[config.mk]
export PLATFORM = sky130hd
export DESIGN_NAME = updown_timer_with_capture
export DESIGN_NICKNAME = d
export VERILOG_FILES = /design/src/rtl/updown_timer_with_capture.v
export VERILOG_INCLUDE_DIRS = /design/src /design/src/rtl
export SDC_FILE = /design/constraint.sdc
export NUM_CORES = 1
export LEC_CHECK = 0
export ABC_AREA = 1
export ABC_CLOCK_PERIOD_IN_PS = 3270
export BUFFER_PORTS_ARGS = -buffer_cell sky130_fd_sc_hd__buf_2
export CORE_ASPECT_RATIO = 1.2
export CORE_MARGIN = 3
export CORE_UTILIZATION = 44
export DETAILED_ROUTE_END_ITERATION = 10
export HOLD_SLACK_MARGIN = 0.1
export SKIP_CTS_REPAIR_TIMING = 1
export SYNTH_ARGS = -nofsm -noshare
export SYNTH_HDL_FRONTEND = slang
export SYNTH_SLANG_ARGS = --single-unit
[constraint.sdc]
create_clock -name core_clk -period 3.27 [get_ports core_clk]
set_input_delay 0.327 -clock core_clk [delete_from_list [all_inputs] [get_ports core_clk]]
set_output_delay 0.327 -clock core_clk [all_outputs]
set_load 0.02 [all_outputs]
[src/rtl/updown_timer_defs.vh]
// Contract
// - 11-bit counter, direction chosen by control bit
// - free-running raises interrupt on reaching zero
// - clock from system or low-power clock
// - interrupt on reaching zero or reload threshold
// - two channels, rising or falling edge select
// - counting mode stores cycles after edge count
// - counting mode restarts next group until disabled
// - capture snapshots own count or 22-bit clock
// - pending event discards snapshot, sets overrun flag
// - overrun clears together with event flag
// - both channels may share one input pin
// - count-enable zero capture, one counting mode
// - per-channel interrupt enable gates channel interrupt
// - per-channel snapshot source: clock or count
// - pin select values 1..12 map pins 0..11
// - captured value readable in channel value register
// - writing one to clear bit clears event
// - period field gives input periods plus one
// - counted value equals timer cycles over periods
// - programmable reload value used as threshold
// - counting needs both clock gate and enable
`ifndef UPDOWN_TIMER_DEFS_VH
`define UPDOWN_TIMER_DEFS_VH

// widths
`define CNT_W        11
`define RTC_W        22
`define PIN_N        12
`define PSEL_W       4
`define PER_W        8
`define CHAN_N       2

// counter constants
`define CNT_ZERO     11'h000
`define CNT_ONE      11'h001
`define CNT_MAX      11'h7FF

// pin select decode
`define PSEL_FIRST   4'h1
`define PSEL_LAST    4'hC

// snapshot and mode encodings
`define SNAP_RTC     1'b1
`define MODE_COUNT   1'b1

// channel counters
`define CYC_ZERO     22'h000000
`define CYC_ONE      22'h000001
`define PER_ZERO     8'h00
`define PER_ONE      8'h01

// synchroniser reset level
`define SYNC_RST     3'h0

`endif

[src/rtl/updown_timer_with_capture.v]
`include "updown_timer_defs.vh"

module updown_timer_with_capture
(
    // clock and reset
    input  wire                          core_clk,
    input  wire                          nrst,
    // timer control
    input  wire                          clockSourceFastSel,
    input  wire                          freeRunningEnable,
    input  wire                          counterIrqEnable,
    input  wire                          downwardDirectionEnable,
    input  wire [`CNT_W-1:0]             reloadThreshold,
    input  wire                          counterClockGate,
    input  wire                          counterRunEnable,
    // external sources
    input  wire                          lowPowerClock,
    input  wire [`PIN_N-1:0]             gpioPins,
    input  wire [`RTC_W-1:0]             rtcValue,
    // channel control, channel 0 in low bits
    input  wire [`CHAN_N-1:0]            channelFallingEdgeSel,
    input  wire [`CHAN_N-1:0]            channelCountingModeSel,
    input  wire [`CHAN_N-1:0]            channelIrqEnable,
    input  wire [`CHAN_N-1:0]            channelSnapshotSource,
    input  wire [`CHAN_N*`PSEL_W-1:0]    channelInputPinSel,
    input  wire [`CHAN_N*`PER_W-1:0]     channelPeriodCount,
    input  wire [`CHAN_N-1:0]            channelEventClear,
    // timer status
    output wire [`CNT_W-1:0]             counterValue,
    output wire                          timerIrq,
    // channel status
    output wire [`CHAN_N*`RTC_W-1:0]     channelCapturedValue,
    output wire [`CHAN_N-1:0]            channelEventFlag,
    output wire [`CHAN_N-1:0]            channelCaptureOverrun,
    output wire [`CHAN_N-1:0]            channelIrq
);

    // low-power clock synchroniser and edge detect
    reg  [2:0]          lpSync_q;
    reg                 lpLevel_q;
    wire                lpAgree;
    wire                lpRise;

    // pin synchronisers
    reg  [`PIN_N-1:0]   pinS1_q;
    reg  [`PIN_N-1:0]   pinS2_q;
    reg  [`PIN_N-1:0]   pinS3_q;
    reg  [`PIN_N-1:0]   pinLevel_q;

    // counter state
    reg  [`CNT_W-1:0]   count_q;
    reg  [`CNT_W-1:0]   count_d;
    reg                 timerIrq_q;
    reg                 hit;
    wire                tick;
    wire                running;
    wire                step;

    // low-power clock sampled through three flops
    always @(posedge core_clk or negedge nrst)
    begin
        if (!nrst)
        begin
            lpSync_q  <= `SYNC_RST;
            lpLevel_q <= 1'b0;
        end
        else
        begin
            lpSync_q <= {lpSync_q[1:0], lowPowerClock};
            if (lpAgree)
            begin
                lpLevel_q <= lpSync_q[1];
            end
        end
    end

    // a change counts once second and third stage agree
    assign lpAgree = (lpSync_q[1] == lpSync_q[2]);
    assign lpRise  = lpAgree & lpSync_q[1] & ~lpLevel_q;

    // timer tick from fast or low-power source
    assign tick    = clockSourceFastSel ? 1'b1 : lpRise;
    assign running = counterRunEnable & counterClockGate;
    assign step    = running & tick;

    // gpio pins sampled through three flops
    always @(posedge core_clk or negedge nrst)
    begin
        if (!nrst)
        begin
            pinS1_q    <= {`PIN_N{1'b0}};
            pinS2_q    <= {`PIN_N{1'b0}};
            pinS3_q    <= {`PIN_N{1'b0}};
            pinLevel_q <= {`PIN_N{1'b0}};
        end
        else
        begin
            pinS1_q    <= gpioPins;
            pinS2_q    <= pinS1_q;
            pinS3_q    <= pinS2_q;
            // take stage two only where it matches stage three
            pinLevel_q <= (pinS2_q & ~(pinS2_q ^ pinS3_q))
                        | (pinLevel_q & (pinS2_q ^ pinS3_q));
        end
    end

    // next count and threshold hit
    always @*
    begin
        count_d = count_q;
        hit     = 1'b0;
        if (downwardDirectionEnable)
        begin
            // down: reload after zero, hit on reaching zero
            if (count_q == `CNT_ZERO)
            begin
                count_d = reloadThreshold;
            end
            else
            begin
                count_d = count_q - `CNT_ONE;
            end
            hit = (count_d == `CNT_ZERO);
        end
        else if (freeRunningEnable)
        begin
            // free-running up: wraps past maximum to zero
            count_d = count_q + `CNT_ONE;
            hit     = (count_d == `CNT_ZERO);
        end
        else
        begin
            // up: restart from zero after reload value
            if (count_q == reloadThreshold)
            begin
                count_d = `CNT_ZERO;
            end
            else
            begin
                count_d = count_q + `CNT_ONE;
            end
            hit = (count_d == reloadThreshold);
        end
    end

    // counter register and timer interrupt pulse
    always @(posedge core_clk or negedge nrst)
    begin
        if (!nrst)
        begin
            count_q    <= `CNT_ZERO;
            timerIrq_q <= 1'b0;
        end
        else if (!counterRunEnable)
        begin
            // idle: preset to the start point of the direction
            count_q    <= downwardDirectionEnable ? reloadThreshold : `CNT_ZERO;
            timerIrq_q <= 1'b0;
        end
        else
        begin
            if (step)
            begin
                count_q <= count_d;
            end
            timerIrq_q <= step & hit & counterIrqEnable;
        end
    end

    assign counterValue = count_q;
    assign timerIrq     = timerIrq_q;

    // sense channels
    genvar ch;
    generate
        for (ch = 0; ch < `CHAN_N; ch = ch + 1)
        begin : chan
            wire [`PSEL_W-1:0] pinSel;
            wire [`PSEL_W-1:0] pinIdx;
            wire [`PER_W-1:0]  periodCount;
            wire               selValid;
            wire               selLevel;
            wire               edgeSeen;
            wire               groupDone;
            wire               capEvent;
            wire               clearReq;
            reg                level_q;
            reg                valid_q;
            reg  [`RTC_W-1:0]  cycles_q;
            reg  [`PER_W-1:0]  edges_q;
            reg  [`RTC_W-1:0]  value_q;
            reg                event_q;
            reg                overrun_q;

            // pin select: 1..12 picks pin 0..11, else none
            assign pinSel   = channelInputPinSel[ch*`PSEL_W +: `PSEL_W];
            assign pinIdx   = pinSel - `PSEL_FIRST;
            assign selValid = (pinSel >= `PSEL_FIRST) && (pinSel <= `PSEL_LAST);
            assign selLevel = selValid & pinLevel_q[pinIdx];

            assign periodCount = channelPeriodCount[ch*`PER_W +: `PER_W];
            assign clearReq    = channelEventClear[ch];

            // edge of chosen polarity on the selected pin
            assign edgeSeen = valid_q & counterRunEnable
                            & (channelFallingEdgeSel[ch] ? (level_q & ~selLevel)
                                                         : (~level_q & selLevel));

            // counting mode finishes after period field plus one edges
            assign groupDone = edgeSeen & (channelCountingModeSel[ch] == `MODE_COUNT)
                             & (edges_q == periodCount);

            // a capture or a finished edge group is the channel event
            assign capEvent = groupDone
                            | (edgeSeen & (channelCountingModeSel[ch] != `MODE_COUNT));

            // remembered level for edge detection
            always @(posedge core_clk or negedge nrst)
            begin
                if (!nrst)
                begin
                    level_q <= 1'b0;
                    valid_q <= 1'b0;
                end
                else
                begin
                    level_q <= selLevel;
                    valid_q <= selValid;
                end
            end

            // cycle and edge counters for counting mode
            always @(posedge core_clk or negedge nrst)
            begin
                if (!nrst)
                begin
                    cycles_q <= `CYC_ZERO;
                    edges_q  <= `PER_ZERO;
                end
                else if (!counterRunEnable || channelCountingModeSel[ch] != `MODE_COUNT)
                begin
                    cycles_q <= `CYC_ZERO;
                    edges_q  <= `PER_ZERO;
                end
                else if (groupDone)
                begin
                    // next group starts at once
                    cycles_q <= step ? `CYC_ONE : `CYC_ZERO;
                    edges_q  <= `PER_ZERO;
                end
                else
                begin
                    if (step)
                    begin
                        cycles_q <= cycles_q + `CYC_ONE;
                    end
                    if (edgeSeen)
                    begin
                        edges_q <= edges_q + `PER_ONE;
                    end
                end
            end

            // captured value, event and overrun flags
            always @(posedge core_clk or negedge nrst)
            begin
                if (!nrst)
                begin
                    value_q   <= `CYC_ZERO;
                    event_q   <= 1'b0;
                    overrun_q <= 1'b0;
                end
                else
                begin
                    if (capEvent && !event_q)
                    begin
                        if (groupDone)
                        begin
                            value_q <= cycles_q;
                        end
                        else if (channelSnapshotSource[ch] == `SNAP_RTC)
                        begin
                            value_q <= rtcValue;
                        end
                        else
                        begin
                            value_q <= {{(`RTC_W-`CNT_W){1'b0}}, count_q};
                        end
                    end
                    // set wins over a clear in the same cycle
                    if (capEvent)
                    begin
                        event_q <= 1'b1;
                    end
                    else if (clearReq)
                    begin
                        event_q <= 1'b0;
                    end
                    if (capEvent && event_q)
                    begin
                        overrun_q <= 1'b1;
                    end
                    else if (clearReq)
                    begin
                        overrun_q <= 1'b0;
                    end
                end
            end

            assign channelCapturedValue[ch*`RTC_W +: `RTC_W] = value_q;
            assign channelEventFlag[ch]      = event_q;
            assign channelCaptureOverrun[ch] = overrun_q;
            assign channelIrq[ch]            = event_q & channelIrqEnable[ch];
        end
    endgenerate

endmodule

Word level (Yosys, flattened, before mapping)
Index checks and enable logic that the tools add are counted.

Add/subtract/negate cells: 8. Order comparisons: 6. Equal/unequal tests: 6. Multiplexer cells: 43. Bitwise operators: 38. Reduce and logical (&&, ||, !) cells: 22.

Operators by type and width (count): two-way mux 22 bit (10); two-way mux 11 bit (10); two-way mux 8 bit (6); adder 22 x 1 -> 22 bit (second input constant) (2); logical NOT 11 bit (3); AND 1 bit (24); AND 12 bit (2); equality test 11 bit (2); adder 8 x 1 -> 8 bit (second input constant) (2); equality test 8 bit (2); two-way mux 1 bit (15); inverter 12 bit (1); OR 12 bit (1); nonzero test 3 bit (4); bitwise XOR 12 bit (1); adder 11 x 1 -> 11 bit (second input constant) (1); subtractor 11 x 1 -> 11 bit (second input constant) (1); < comparator 4 x 5 -> 1 bit (second input constant) (2); binary-select mux 1 bit (select 4 bit) (2); >= comparator 4 x 1 -> 1 bit (second input constant) (2); <= comparator 4 bit (second input constant) (2); nonzero test 2 bit (4); subtractor 4 x 1 -> 4 bit (second input constant) (2); inverter 1 bit (7); 6 further kinds (15).

Register bits: 176. Word-level logic and storage cells: 145.

Logic depth before layout (Yosys ltp)
Gate-level depths: netlist of run 1.

Depth after elaboration: 13. Depth in mapped cells: 17. Gate-level depth less buffers: 16.

Worst setup path before layout of run 1
No wires, ideal clock.

Kind: register to register. Start: register count_q[0] (netlist: counterValue[0]). End: register timerIrq_q (netlist: timerIrq). Data arrival time: 1.976 ns. Path slack: 1.216 ns. Cell stages (with the launch flop): 15. Period minus slack after synthesis: 2.054 ns. Cells stage by stage: dfrtp_1 > inv_2 > ha_1 > inv_1 > nor2_1 > nand2_1 > nor3_2 > nand2_1 > o21ai_0 > nand3_1 > nor2_1 > nand3_1 > nand2_1 > nand2_1 > a21oi_1.

Cells in the longest elaborated chain, start to end: 10. Elaborated cells on any way between the ends: 17. Classes of those cells: 2 x add/sub; 2 x eq/ne; 8 x mux; 2 x bitwise; 3 x reduce/logical.

RTL lines: start: declaration (line updown_timer_with_capture.v:51) `` reg [`CNT_W-1:0] count_q; ``; start signal: assignment (line updown_timer_with_capture.v:151) `` count_q <= `CNT_ZERO; ``; start signal: assignment (line updown_timer_with_capture.v:157) `` count_q <= downwardDirectionEnable ? reloadThreshold : `CNT_ZERO; ``; start signal: assignment (line updown_timer_with_capture.v:164) `count_q <= count_d;`; adder 11 x 1 -> 11 bit (no line) or equality test 11 bit (tied branches); two-way mux 11 bit (line updown_timer_with_capture.v:134) `if (count_q == reloadThreshold)`; two-way mux 11 bit (line updown_timer_with_capture.v:125) `else if (freeRunningEnable)`; two-way mux 11 bit (line updown_timer_with_capture.v:112) `if (downwardDirectionEnable)`; equality test 11 bit (line updown_timer_with_capture.v:142) `hit = (count_d == reloadThreshold);`; two-way mux 1 bit (line updown_timer_with_capture.v:125); two-way mux 1 bit (*) (line updown_timer_with_capture.v:112); AND 1 bit (*) (2 in series) (line updown_timer_with_capture.v:166) `timerIrq_q <= step & hit & counterIrqEnable;`; two-way mux 1 bit (*) (line updown_timer_with_capture.v:154) `else if (!counterRunEnable)`; end signal: assignment (line updown_timer_with_capture.v:166); end: declaration (line updown_timer_with_capture.v:53) `reg timerIrq_q;`.

Every way passes the cells marked *; elsewhere a longest branch is shown, timed or not. The select of a mux whose other input is x is not followed. A chain may end at the register's enable or synchronous reset.

Worst setup path in the final report of run 1
Ends and elaborated chain as after synthesis.

==> impl_metrics.yaml, run 1 <==
drt:
  routed_wl_mm: 28.7
  vias_per_cell: 5.24
  drc_errors: 0
  drt-initial-drc-count: 708
  drtPass1Iterations: 5
  wl_per_cell_um: 15.7
  drt.antenna.violating_nets: 0
  vias: 9582
timing:
  setup_ws_ns: 0.709
  tightest_slew_ns: 0.971
  fin_crit_sh_pct: 78.3
  setup_violations: 0
  hold_viol_final: 0
  slew_viol_final: 0
  setup_tns_ns: 0
  rsz0062_at_grt: "false"
  fin_crit_ns: 2.56
  fin_worst_skew_ns: 0.0128
  worst_slew_margin_rel_pct: 35.0
  timing.fmax_ghz: 0.391
clock_tree:
  clk_pin_slew_ns: 0.08
  cts_sinks: 176
  clk_latency_ns: 0.43
  cts.path.max_buffers: 2
  tritoncts: "yes"
  h-tree-depth: 4
  cts_buffers: 17
  cts-root-buf: "clkbuf_16"
setup_path:
  path_cells: "inv_2, ha_1, inv_1, nor2_1, nand2_1, nor3_2, nand2_1, inv_1, nand2_1, nand2_1, nand2_1, nor2_1, nand3_1, nand2_1, nand2_1, a21oi_1"
  cp-end-kind: "flop"
  critPathMaxFanout: 6
  critical-path-max-stage-delay_ns: 0.40
  crit_top_cell: "nand2_1"
  required_ns: 3.61
  critPathKind: "flop to flop"
  worstSetupStartpointType: "flop"
  cp.arrival_ns: 2.90
  crit_slowest_cell: "dfrtp_1"
final_layout:
  n_fill_cell: 2256
  layout.nets: 1636
  syn_to_final_growth_pct: 17.4
  drive_above_1_share_pct: 15.6
  stdcell_count: 1828
  diodes: 0
  fin_area_um2: 11900
power_and_ir_drop:
  clockPowerShare_pct: 32.3
  share_seq_of_total_power_pct: 42.6
  power_leakage_nw: 5.96
  comb_power_share_pct: 25.1
  p_sw_mw: 2.36
  p_per_area_nw_per_um2: 550
  p_int_mw: 4.16
  switching_share_pct: 36.2
  peakVddDrop_v: 0.000454
die:
  rows: 60
  core_area_um2: 22500
  fp.dieH_um: 172
  dieArea_um2: 24800
  fp.dieW_um: 144
  start_util_pct: 44.9
  io_pins: 150
logic_synthesis:
  ys_async_sr_fraction_pct: 100
  synthMuxAreaShare_pct: 0
  synth_edf_count: 0
  yosysSeqAreaShare_pct: 43.6
  syn_avg_cell_area_um2: 7.31
  synth_fa_ha_area_share_pct: 2.67
  synth_xor_xnor_area_share_pct: 2.69
  yosys.area_share.simple_pct: 30.9
  syn-cell-area_um2: 10100
  ys_warn_count: 0
  synth-compound-area-share_pct: 10.7
  syn_nets: 1483
  synth.distinct_cells: 38
  synth_top_family_by_area: "simple AND/OR/NAND/NOR gates"
  synth_ff_type: "dfrtp_1"
  syn-instance-count: 1383
  ys_seq_elements: 176
job:
  drv_cap: 0
place:
  port_buffers: 149
  place_area_um2: 11100
  dp_hpwl_mm: 21.3
  dp_slack_ns: 0.575
  dp.cells: 1781
  gp_congestion: 0.896
global_route:
  grt_pass1_vias: 9183
  grt_max_degree: 81
  overflow: 0
  grt_pass1_wl_mm: 46.7
  antenna_found_initial: 1
  track_usage_pct: 23.5
worst_hold_path:
  hold_class: "primary input to flop"
outcome:
  outcome: "complete, no violations"
==> cells by family (layout without fill, tap and decap cells) <==
kind of cell,after synthesis,count (layout)
AOI/OAI and AO/OA,187,187
xor gates and xnor gates,31,31
adders and majority gates,24,24
buffers and inverters,230,396
DFF,176,176
and+or+nand+nor,735,735
==> per-layer routing <==
layer	track usage, %	part of all wire, %
met1	33.4	47
met2	37.9	47
met3	3.96	4.9
met4	5.11	0.98
met5	0	0.038
==> layout make-up <==
| class | count | area, µm² | area share (%) |
|---|---|---|---|
| sequential | 176 | 4400 | 37.1 |
| clock inverter | 15 | 189 | 1.59 |
| inverter | 180 | 676 | 5.69 |
| tap | 279 | 349 | 2.94 |
| multi-input combinational | 977 | 4750 | 40.0 |
| timing repair buffer | 184 | 1080 | 9.08 |
| clock buffer | 17 | 425 | 3.58 |
==> power groups by stage <==
stage | logic (mW) | clock network (mW) | registers, mW
floorplan | 0.764 | 0 | 3.02
global route | 1.84 | 2.25 | 2.81
global placement | 1.61 | 0 | 2.82
finish | 1.64 | 2.11 | 2.78
detailed placement | 1.63 | 0 | 2.80
CTS | 1.64 | 2.16 | 2.77
==> state kept, by name (all words and copies together) (netlist names), 3 cells and up, named ones only <==
register,flops
chan.cycles_q,44
chan.value_q,44
chan.edges_q,16
pinS1_q,12
pinS2_q,12
pinS3_q,12
counterValue,11
lpSync_q,3
==> critical path: cells and delay by family, from the launching register on <==
family                   cells  cell delay [ns]
AO/OA/AOI/OAI                1             0.18
adder cells (fa/ha/maj)      1             0.21
buffers and inverters        3             0.39
flip-flops                   1             0.40
AND/OR/NAND/NOR             11             1.28
==> placed cells by master, fill, tap and decap left out, drive strengths merged, types with 17 or more instances in the layout <==
cell / Yosys / final
a22oi: 21 / 21
o21ai: 69 / 69
nor2: 107 / 107
dfrtp: 176 / 176
buf: 37 / 169
inv: 177 / 185
xor2: 26 / 26
o22ai: 28 / 28
clkbuf: 13 / 17
nand4: 19 / 19
nor3: 32 / 32
nand3: 123 / 123
nand2: 443 / 443
a21oi: 47 / 47
==> cells in the mapped netlist, types with 7 or more instances <==
library cell,number,area (µm²)
a211oi_1,9,67.6
a21oi_1,47,235
a22oi_1,21,158
buf_2,20,100
buf_4,12,90.1
clkbuf_1,13,48.8
dfrtp_1,176,4400
ha_1,12,150
inv_1,161,604
inv_2,16,60.1
maj3_1,12,120
nand2_1,439,1650
nand3_1,121,606
nand4_1,19,119
nor2_1,93,349
nor2_2,8,50.1
nor3_1,31,155
o211ai_1,8,60.1
o21ai_0,62,310
o21ai_1,7,35.0
o22ai_1,28,175
xor2_1,26,228
==> stage by stage <==
step	hold slack [ns]	power [mW]	util, %
floorplan	0.0314	3.78	-
global placement	0.333	4.43	49.3
detailed placement	0.337	4.44	49.3
CTS	-0.0319	6.57	52.0
global route	0.106	6.91	52.7
finish	0.114	6.52	52.7
==> path summary, 6_finish.rpt <==
check / cells past startpoint / start / slack, ns / end
min in group asynchronous: 2 / nrst / 0.51 / pinS2_q[11]
worst min-delay path: 2 / channelEventClear[1] / 0.11 / chan[1].event_q
worst max register to register: 16 / counterValue[0] / 0.71 / timerIrq
worst max-delay path: 16 / counterValue[0] / 0.71 / timerIrq
worst min register to register: 0 / pinS1_q[2] / 0.35 / pinS2_q[2]
max in group asynchronous: 3 / nrst / 1.92 / chan[1].value_q[1]
(Power assumes the default switching activity.)
==> run 2: changes to the inputs <==
--- a/config.mk
+++ b/config.mk
@@ -7,13 +7,14 @@
 export NUM_CORES = 1
 export LEC_CHECK = 0
 export ABC_AREA = 1
-export ABC_CLOCK_PERIOD_IN_PS = 3270
+export ABC_CLOCK_PERIOD_IN_PS = 2330
 export BUFFER_PORTS_ARGS = -buffer_cell sky130_fd_sc_hd__buf_2
 export CORE_ASPECT_RATIO = 1.2
 export CORE_MARGIN = 3
 export CORE_UTILIZATION = 44
 export DETAILED_ROUTE_END_ITERATION = 10
 export HOLD_SLACK_MARGIN = 0.1
+export PLACE_DENSITY = 0.67
 export SKIP_CTS_REPAIR_TIMING = 1
 export SYNTH_ARGS = -nofsm -noshare
 export SYNTH_HDL_FRONTEND = slang
==> constraint.sdc (replaced) <==
create_clock -name core_clk -period 2.33 [get_ports core_clk]
set_input_delay 0.233 -clock core_clk [delete_from_list [all_inputs] [get_ports core_clk]]
set_output_delay 0.233 -clock core_clk [all_outputs]
set_load 0.02 [all_outputs]
==> impl_metrics.yaml, run 2 (synthesized netlist as in run 1, its figures left out) <==
place:
  gp_congestion: 0.931
  dp.cells: 1812
  port_buffers: 149
  place_area_um2: 11400
  dp_hpwl_mm: 21.3
global_route:
  grt_pass1_wl_mm: 45.5
  grt_pass1_vias: 9206
  track_usage_pct: 22.9
  overflow: 0
  grt_max_degree: 59
  antenna_found_initial: 1
clock_tree:
  h-tree-depth: 4
  clk_pin_slew_ns: 0.07
  cts_sinks: 176
  clk_latency_ns: 0.44
  cts.path.max_buffers: 2
  cts_buffers: 17
  cts-root-buf: "clkbuf_16"
  tritoncts: "yes"
outcome:
  outcome: "complete, no violations"
timing:
  tightest_slew_ns: 0.509
  fin_worst_skew_ns: 0.0147
  rsz0062_at_grt: "false"
  hold_viol_final: 0
  setup_violations: 0
  slew_viol_final: 0
  worst_slew_margin_rel_pct: 66.1
  fin_crit_sh_pct: 92.5
  timing.fmax_ghz: 0.464
  setup_tns_ns: 0
  fin_crit_ns: 2.15
final_layout:
  reg.largest.list: "chan.cycles_q (44), chan.value_q (44), chan.edges_q (16)"
  fin_area_um2: 12200
  drive_above_1_share_pct: 17.6
  final_common_cell: "nand2_1"
  n_fill_cell: 2146
  seq_area_um2: 4400
  syn_to_final_growth_pct: 21.1
  multi_input_area_um2: 4780
  layout.nets: 1668
  final_cell_mix: "nand2_1 (438), dfrtp_1 (176), inv_1 (161)"
  stdcell_count: 1861
setup_path:
  cp.arrival_ns: 2.51
  cp-end-kind: "flop"
  critPathKind: "flop to flop"
  worstSetupStartpointType: "flop"
  required_ns: 2.69
  critPathMaxFanout: 4
  reg2reg_depth: 16
die:
  fp.dieH_um: 172
  fp.dieW_um: 144
  start_util_pct: 44.9
  core_area_um2: 22500
  dieArea_um2: 24800
  rows: 60
  io_pins: 150
drt:
  drt.antenna.violating_nets: 0
  drt-initial-drc-count: 812
  wl_per_cell_um: 15.3
  vias_per_cell: 5.27
  vias: 9812
  routed_wl_mm: 28.5
  drc_errors: 0
  drtPass1Iterations: 6
worst_hold_path:
  hold_class: "primary input to flop"
  holdPathStages: 4
power_and_ir_drop:
  power_mw: 9.46
  peakVddDrop_v: 0.000466
  p_per_area_nw_per_um2: 772
  power_leakage_nw: 6.17
job:
  drv_cap: 0
## run 2: cell count changes in the layout (fill, tap and decap cells not counted), moves of 3 or more
cell       delta
buf_4        +25
inv_8         -4
nor2_1        -3
bufinv_16     +3
clkinv_8      -3
buf_12        +6
## run 2: worst paths after layout
path	from	endpoint	slack, ns
max in group asynchronous	nrst	pinS3_q[3]	1.35
hold / removal	downwardDirectionEnable	timerIrq	0.13
setup / recovery	counterValue[0]	timerIrq	0.18
setup reg to reg	counterValue[0]	timerIrq	0.18
hold reg to reg	pinS1_q[9]	pinS2_q[9]	0.35
min in group asynchronous	nrst	chan[0].value_q[19]	0.29
## run 2: final cells by class
cell class | instances | share of cell area (%)
Tap cell | 279 | 2.85
Inverter | 180 | 5.52
Clock inverter | 13 | 1.61
Clock buffer | 19 | 3.62
Timing Repair Buffer | 216 | 11.4
Multi-Input combinational cell | 977 | 39.0
Antenna cell | 1 | 0.0204
Sequential cell | 176 | 36.0
## run 2: worst max-delay path, stage by stage, from the launching register on
cell and delay [ns]:
dfrtp_1 0.42, inv_2 0.07, ha_1 0.18, inv_1 0.05, nor2_1 0.15, nand2_1 0.12, nor3_2 0.15, nand2_1 0.14
inv_1 0.13, nand2_1 0.07, nand2_1 0.08, nand2_1 0.06, nor2_2 0.15, nand3_1 0.09, nand2_1 0.06, nand2_1 0.04
a21oi_1 0.13
## run 2: per-stage QoR
stage	util (%)	setup slack [ns]	hold slack, ns
after floorplan	-	0.276	-0.0626
after global placement	50.7	0.0940	0.179
after detailed placement	50.7	0.0444	0.177
after CTS	53.5	0.0990	-0.281
after global routing	54.4	0.000894	0.137
final	54.4	0.175	0.129
## run 2: metal layers
metal  vias up  routed length (µm)  GRT usage [%]  part of all wire (%)
li1       4827                   -              -                     -
met1      4604               12400           30.7                    43
met2       339               14000           38.6                    49
met3        42                1650           3.68                   5.8
met4         0                 438           6.21                   1.5
met5         -                   0              0                     0
## run 2: power by group
group,internal [mW],switching (mW)
Sequential,3.50,0.353
Clock,1.85,1.28
Combinational,0.878,1.59
Total,6.23,3.23
==> run 3: changes to the inputs <==
--- a/config.mk
+++ b/config.mk
@@ -9,7 +9,7 @@
 export ABC_AREA = 1
 export ABC_CLOCK_PERIOD_IN_PS = 2330
 export BUFFER_PORTS_ARGS = -buffer_cell sky130_fd_sc_hd__buf_2
-export CORE_ASPECT_RATIO = 1.2
+export CORE_ASPECT_RATIO = 1.1
 export CORE_MARGIN = 3
 export CORE_UTILIZATION = 44
 export DETAILED_ROUTE_END_ITERATION = 10
==> impl_metrics.yaml, run 3 (synthesized netlist as in run 1, its figures left out) <==
setup_path:
  required_ns: 2.68
  reg2reg_depth: 15
  cp-end-kind: "flop"
  reg2reg_to: "timerIrq"
  cp.arrival_ns: 2.51
  r2r-start: "counterValue[1]"
  critPathMaxFanout: 4
  r2r_slack_ns: 0.17
  critPathKind: "flop to flop"
  worstSetupStartpointType: "flop"
outcome:
  outcome: "complete, no violations"
clock_tree:
  clk_pin_slew_ns: 0.08
  cts-root-buf: "clkbuf_16"
  clk_latency_ns: 0.43
  h-tree-depth: 4
  tritoncts: "yes"
  cts.path.max_buffers: 2
  cts_sinks: 176
  cts_buffers: 17
place:
  dp_hpwl_mm: 21.5
  dp_slack_ns: -0.0543
  port_buffers: 149
  gp_congestion: 0.932
final_layout:
  reg.largest.list: "chan.cycles_q (44), chan.value_q (44), chan.edges_q (16)"
  n_fill_cell: 2148
  final_cell_mix: "nand2_1 (436), dfrtp_1 (170), inv_1 (161)"
  diodes: 0
  final_common_cell: "nand2_1"
  layout.nets: 1673
  drive_above_1_share_pct: 18.8
  syn_to_final_growth_pct: 21.5
timing:
  rsz0062_at_grt: "true"
  worst_slew_margin_rel_pct: 54.9
  setup_violations: 0
  fin_crit_sh_pct: 92.6
  fin_crit_ns: 2.16
  holdWs_ns: 0.128
  hold_viol_final: 0
  setup_tns_ns: 0
  timing.fmax_ghz: 0.463
  setup_ws_ns: 0.172
  tightest_slew_ns: 0.676
  slew_viol_final: 0
  fin_worst_skew_ns: 0.0130
die:
  core_area_um2: 22300
  rows: 57
  fp.dieW_um: 151
  start_util_pct: 45.3
  io_pins: 150
  dieArea_um2: 24800
  fp.dieH_um: 165
global_route:
  grt_pass1_vias: 9235
  grt_pass1_wl_mm: 46.7
  track_usage_pct: 23.6
  grt_max_degree: 66
  overflow: 0
  antenna_found_initial: 0
drt:
  vias_per_cell: 5.19
  vias: 9767
  routed_wl_mm: 28.8
  drt.antenna.violating_nets: 0
  drt-initial-drc-count: 920
  wl_per_cell_um: 15.3
  drc_errors: 0
  drtPass1Iterations: 6
worst_hold_path:
  holdPathStages: 2
  hold_class: "primary input to flop"
  holdCritStartpoint: "channelInputPinSel[3]"
  whs_endpoint: "chan[0].valid_q"
power_and_ir_drop:
  peakVddDrop_v: 0.000530
  power_leakage_nw: 6.19
  p_per_area_nw_per_um2: 756
job:
  drv_cap: 0
-- run 3: cell count changes in the layout (fill, tap and decap cells not counted), sizes merged --
cell and change:
diode -1, inv +3, buf +5, bufinv -2
clkinvlp +2, clkbuf -1, clkinv -2
-- run 3: layout make-up --
type	instances	area [µm²]	area share [%]
Inverter	180	676	5.50
Timing Repair Buffer	221	1410	11.5
Multi-Input combinational cell	977	4810	39.2
Clock buffer	18	439	3.57
Clock inverter	14	168	1.36
Sequential cell	176	4410	35.9
Tap cell	295	369	3.00
-- run 3: worst max path at each step --
stage,cells past startpoint,from,endpoint
final,15,counterValue[1],timerIrq
after global routing,15,counterValue[1],timerIrq
after CTS,16,counterValue[1],timerIrq
after detailed placement,17,channelInputPinSel[4],chan[1].value_q[9]
after global placement,17,channelInputPinSel[4],chan[1].value_q[2]
after floorplan,14,counterValue[0],timerIrq
-- run 3: per-stage QoR --
step | instances | util [%] | instance area [µm²] | power [mW]
6_report | 1881 | 55.0 | 12300 | 9.29
5_1_grt | 1881 | 55.0 | 12300 | 9.82
4_1_cts | 1859 | 53.8 | 12000 | 9.30
3_5_place_dp | 1827 | 51.1 | 11400 | 6.30
3_3_place_gp | 1827 | 51.1 | 11400 | 6.26
2_1_floorplan | 1383 | - | 10100 | 5.31
-- run 3: routing by layer --
layer,vias up,track usage [%],part of all wire [%]
met5,-,0,0
met4,0,6.20,2.0
met3,38,4.34,6.3
met2,328,37.5,46
met1,4553,33.4,45
li1,4848,-,-
-- run 3: critical path, stage by stage, from the launching register on --
cell and delay, ns:
dfrtp_2 0.44, inv_1 0.09, ha_2 0.19, inv_1 0.06
nor2_4 0.09, nand2_2 0.09, nor3_4 0.16, buf_4 0.14
nor2_1 0.03, a21oi_1 0.20, nand3_1 0.11, nor2_1 0.11
nand3_1 0.08, nand2_1 0.07, nand2_1 0.07, a21oi_2 0.13
-- run 3: where the power goes --
group | internal, mW | switching (mW) | leakage, nW | total (mW)
Sequential | 3.50 | 0.364 | 2.24 | 3.87
Clock | 1.65 | 1.33 | 0.286 | 2.98
Combinational | 0.870 | 1.57 | 3.66 | 2.44
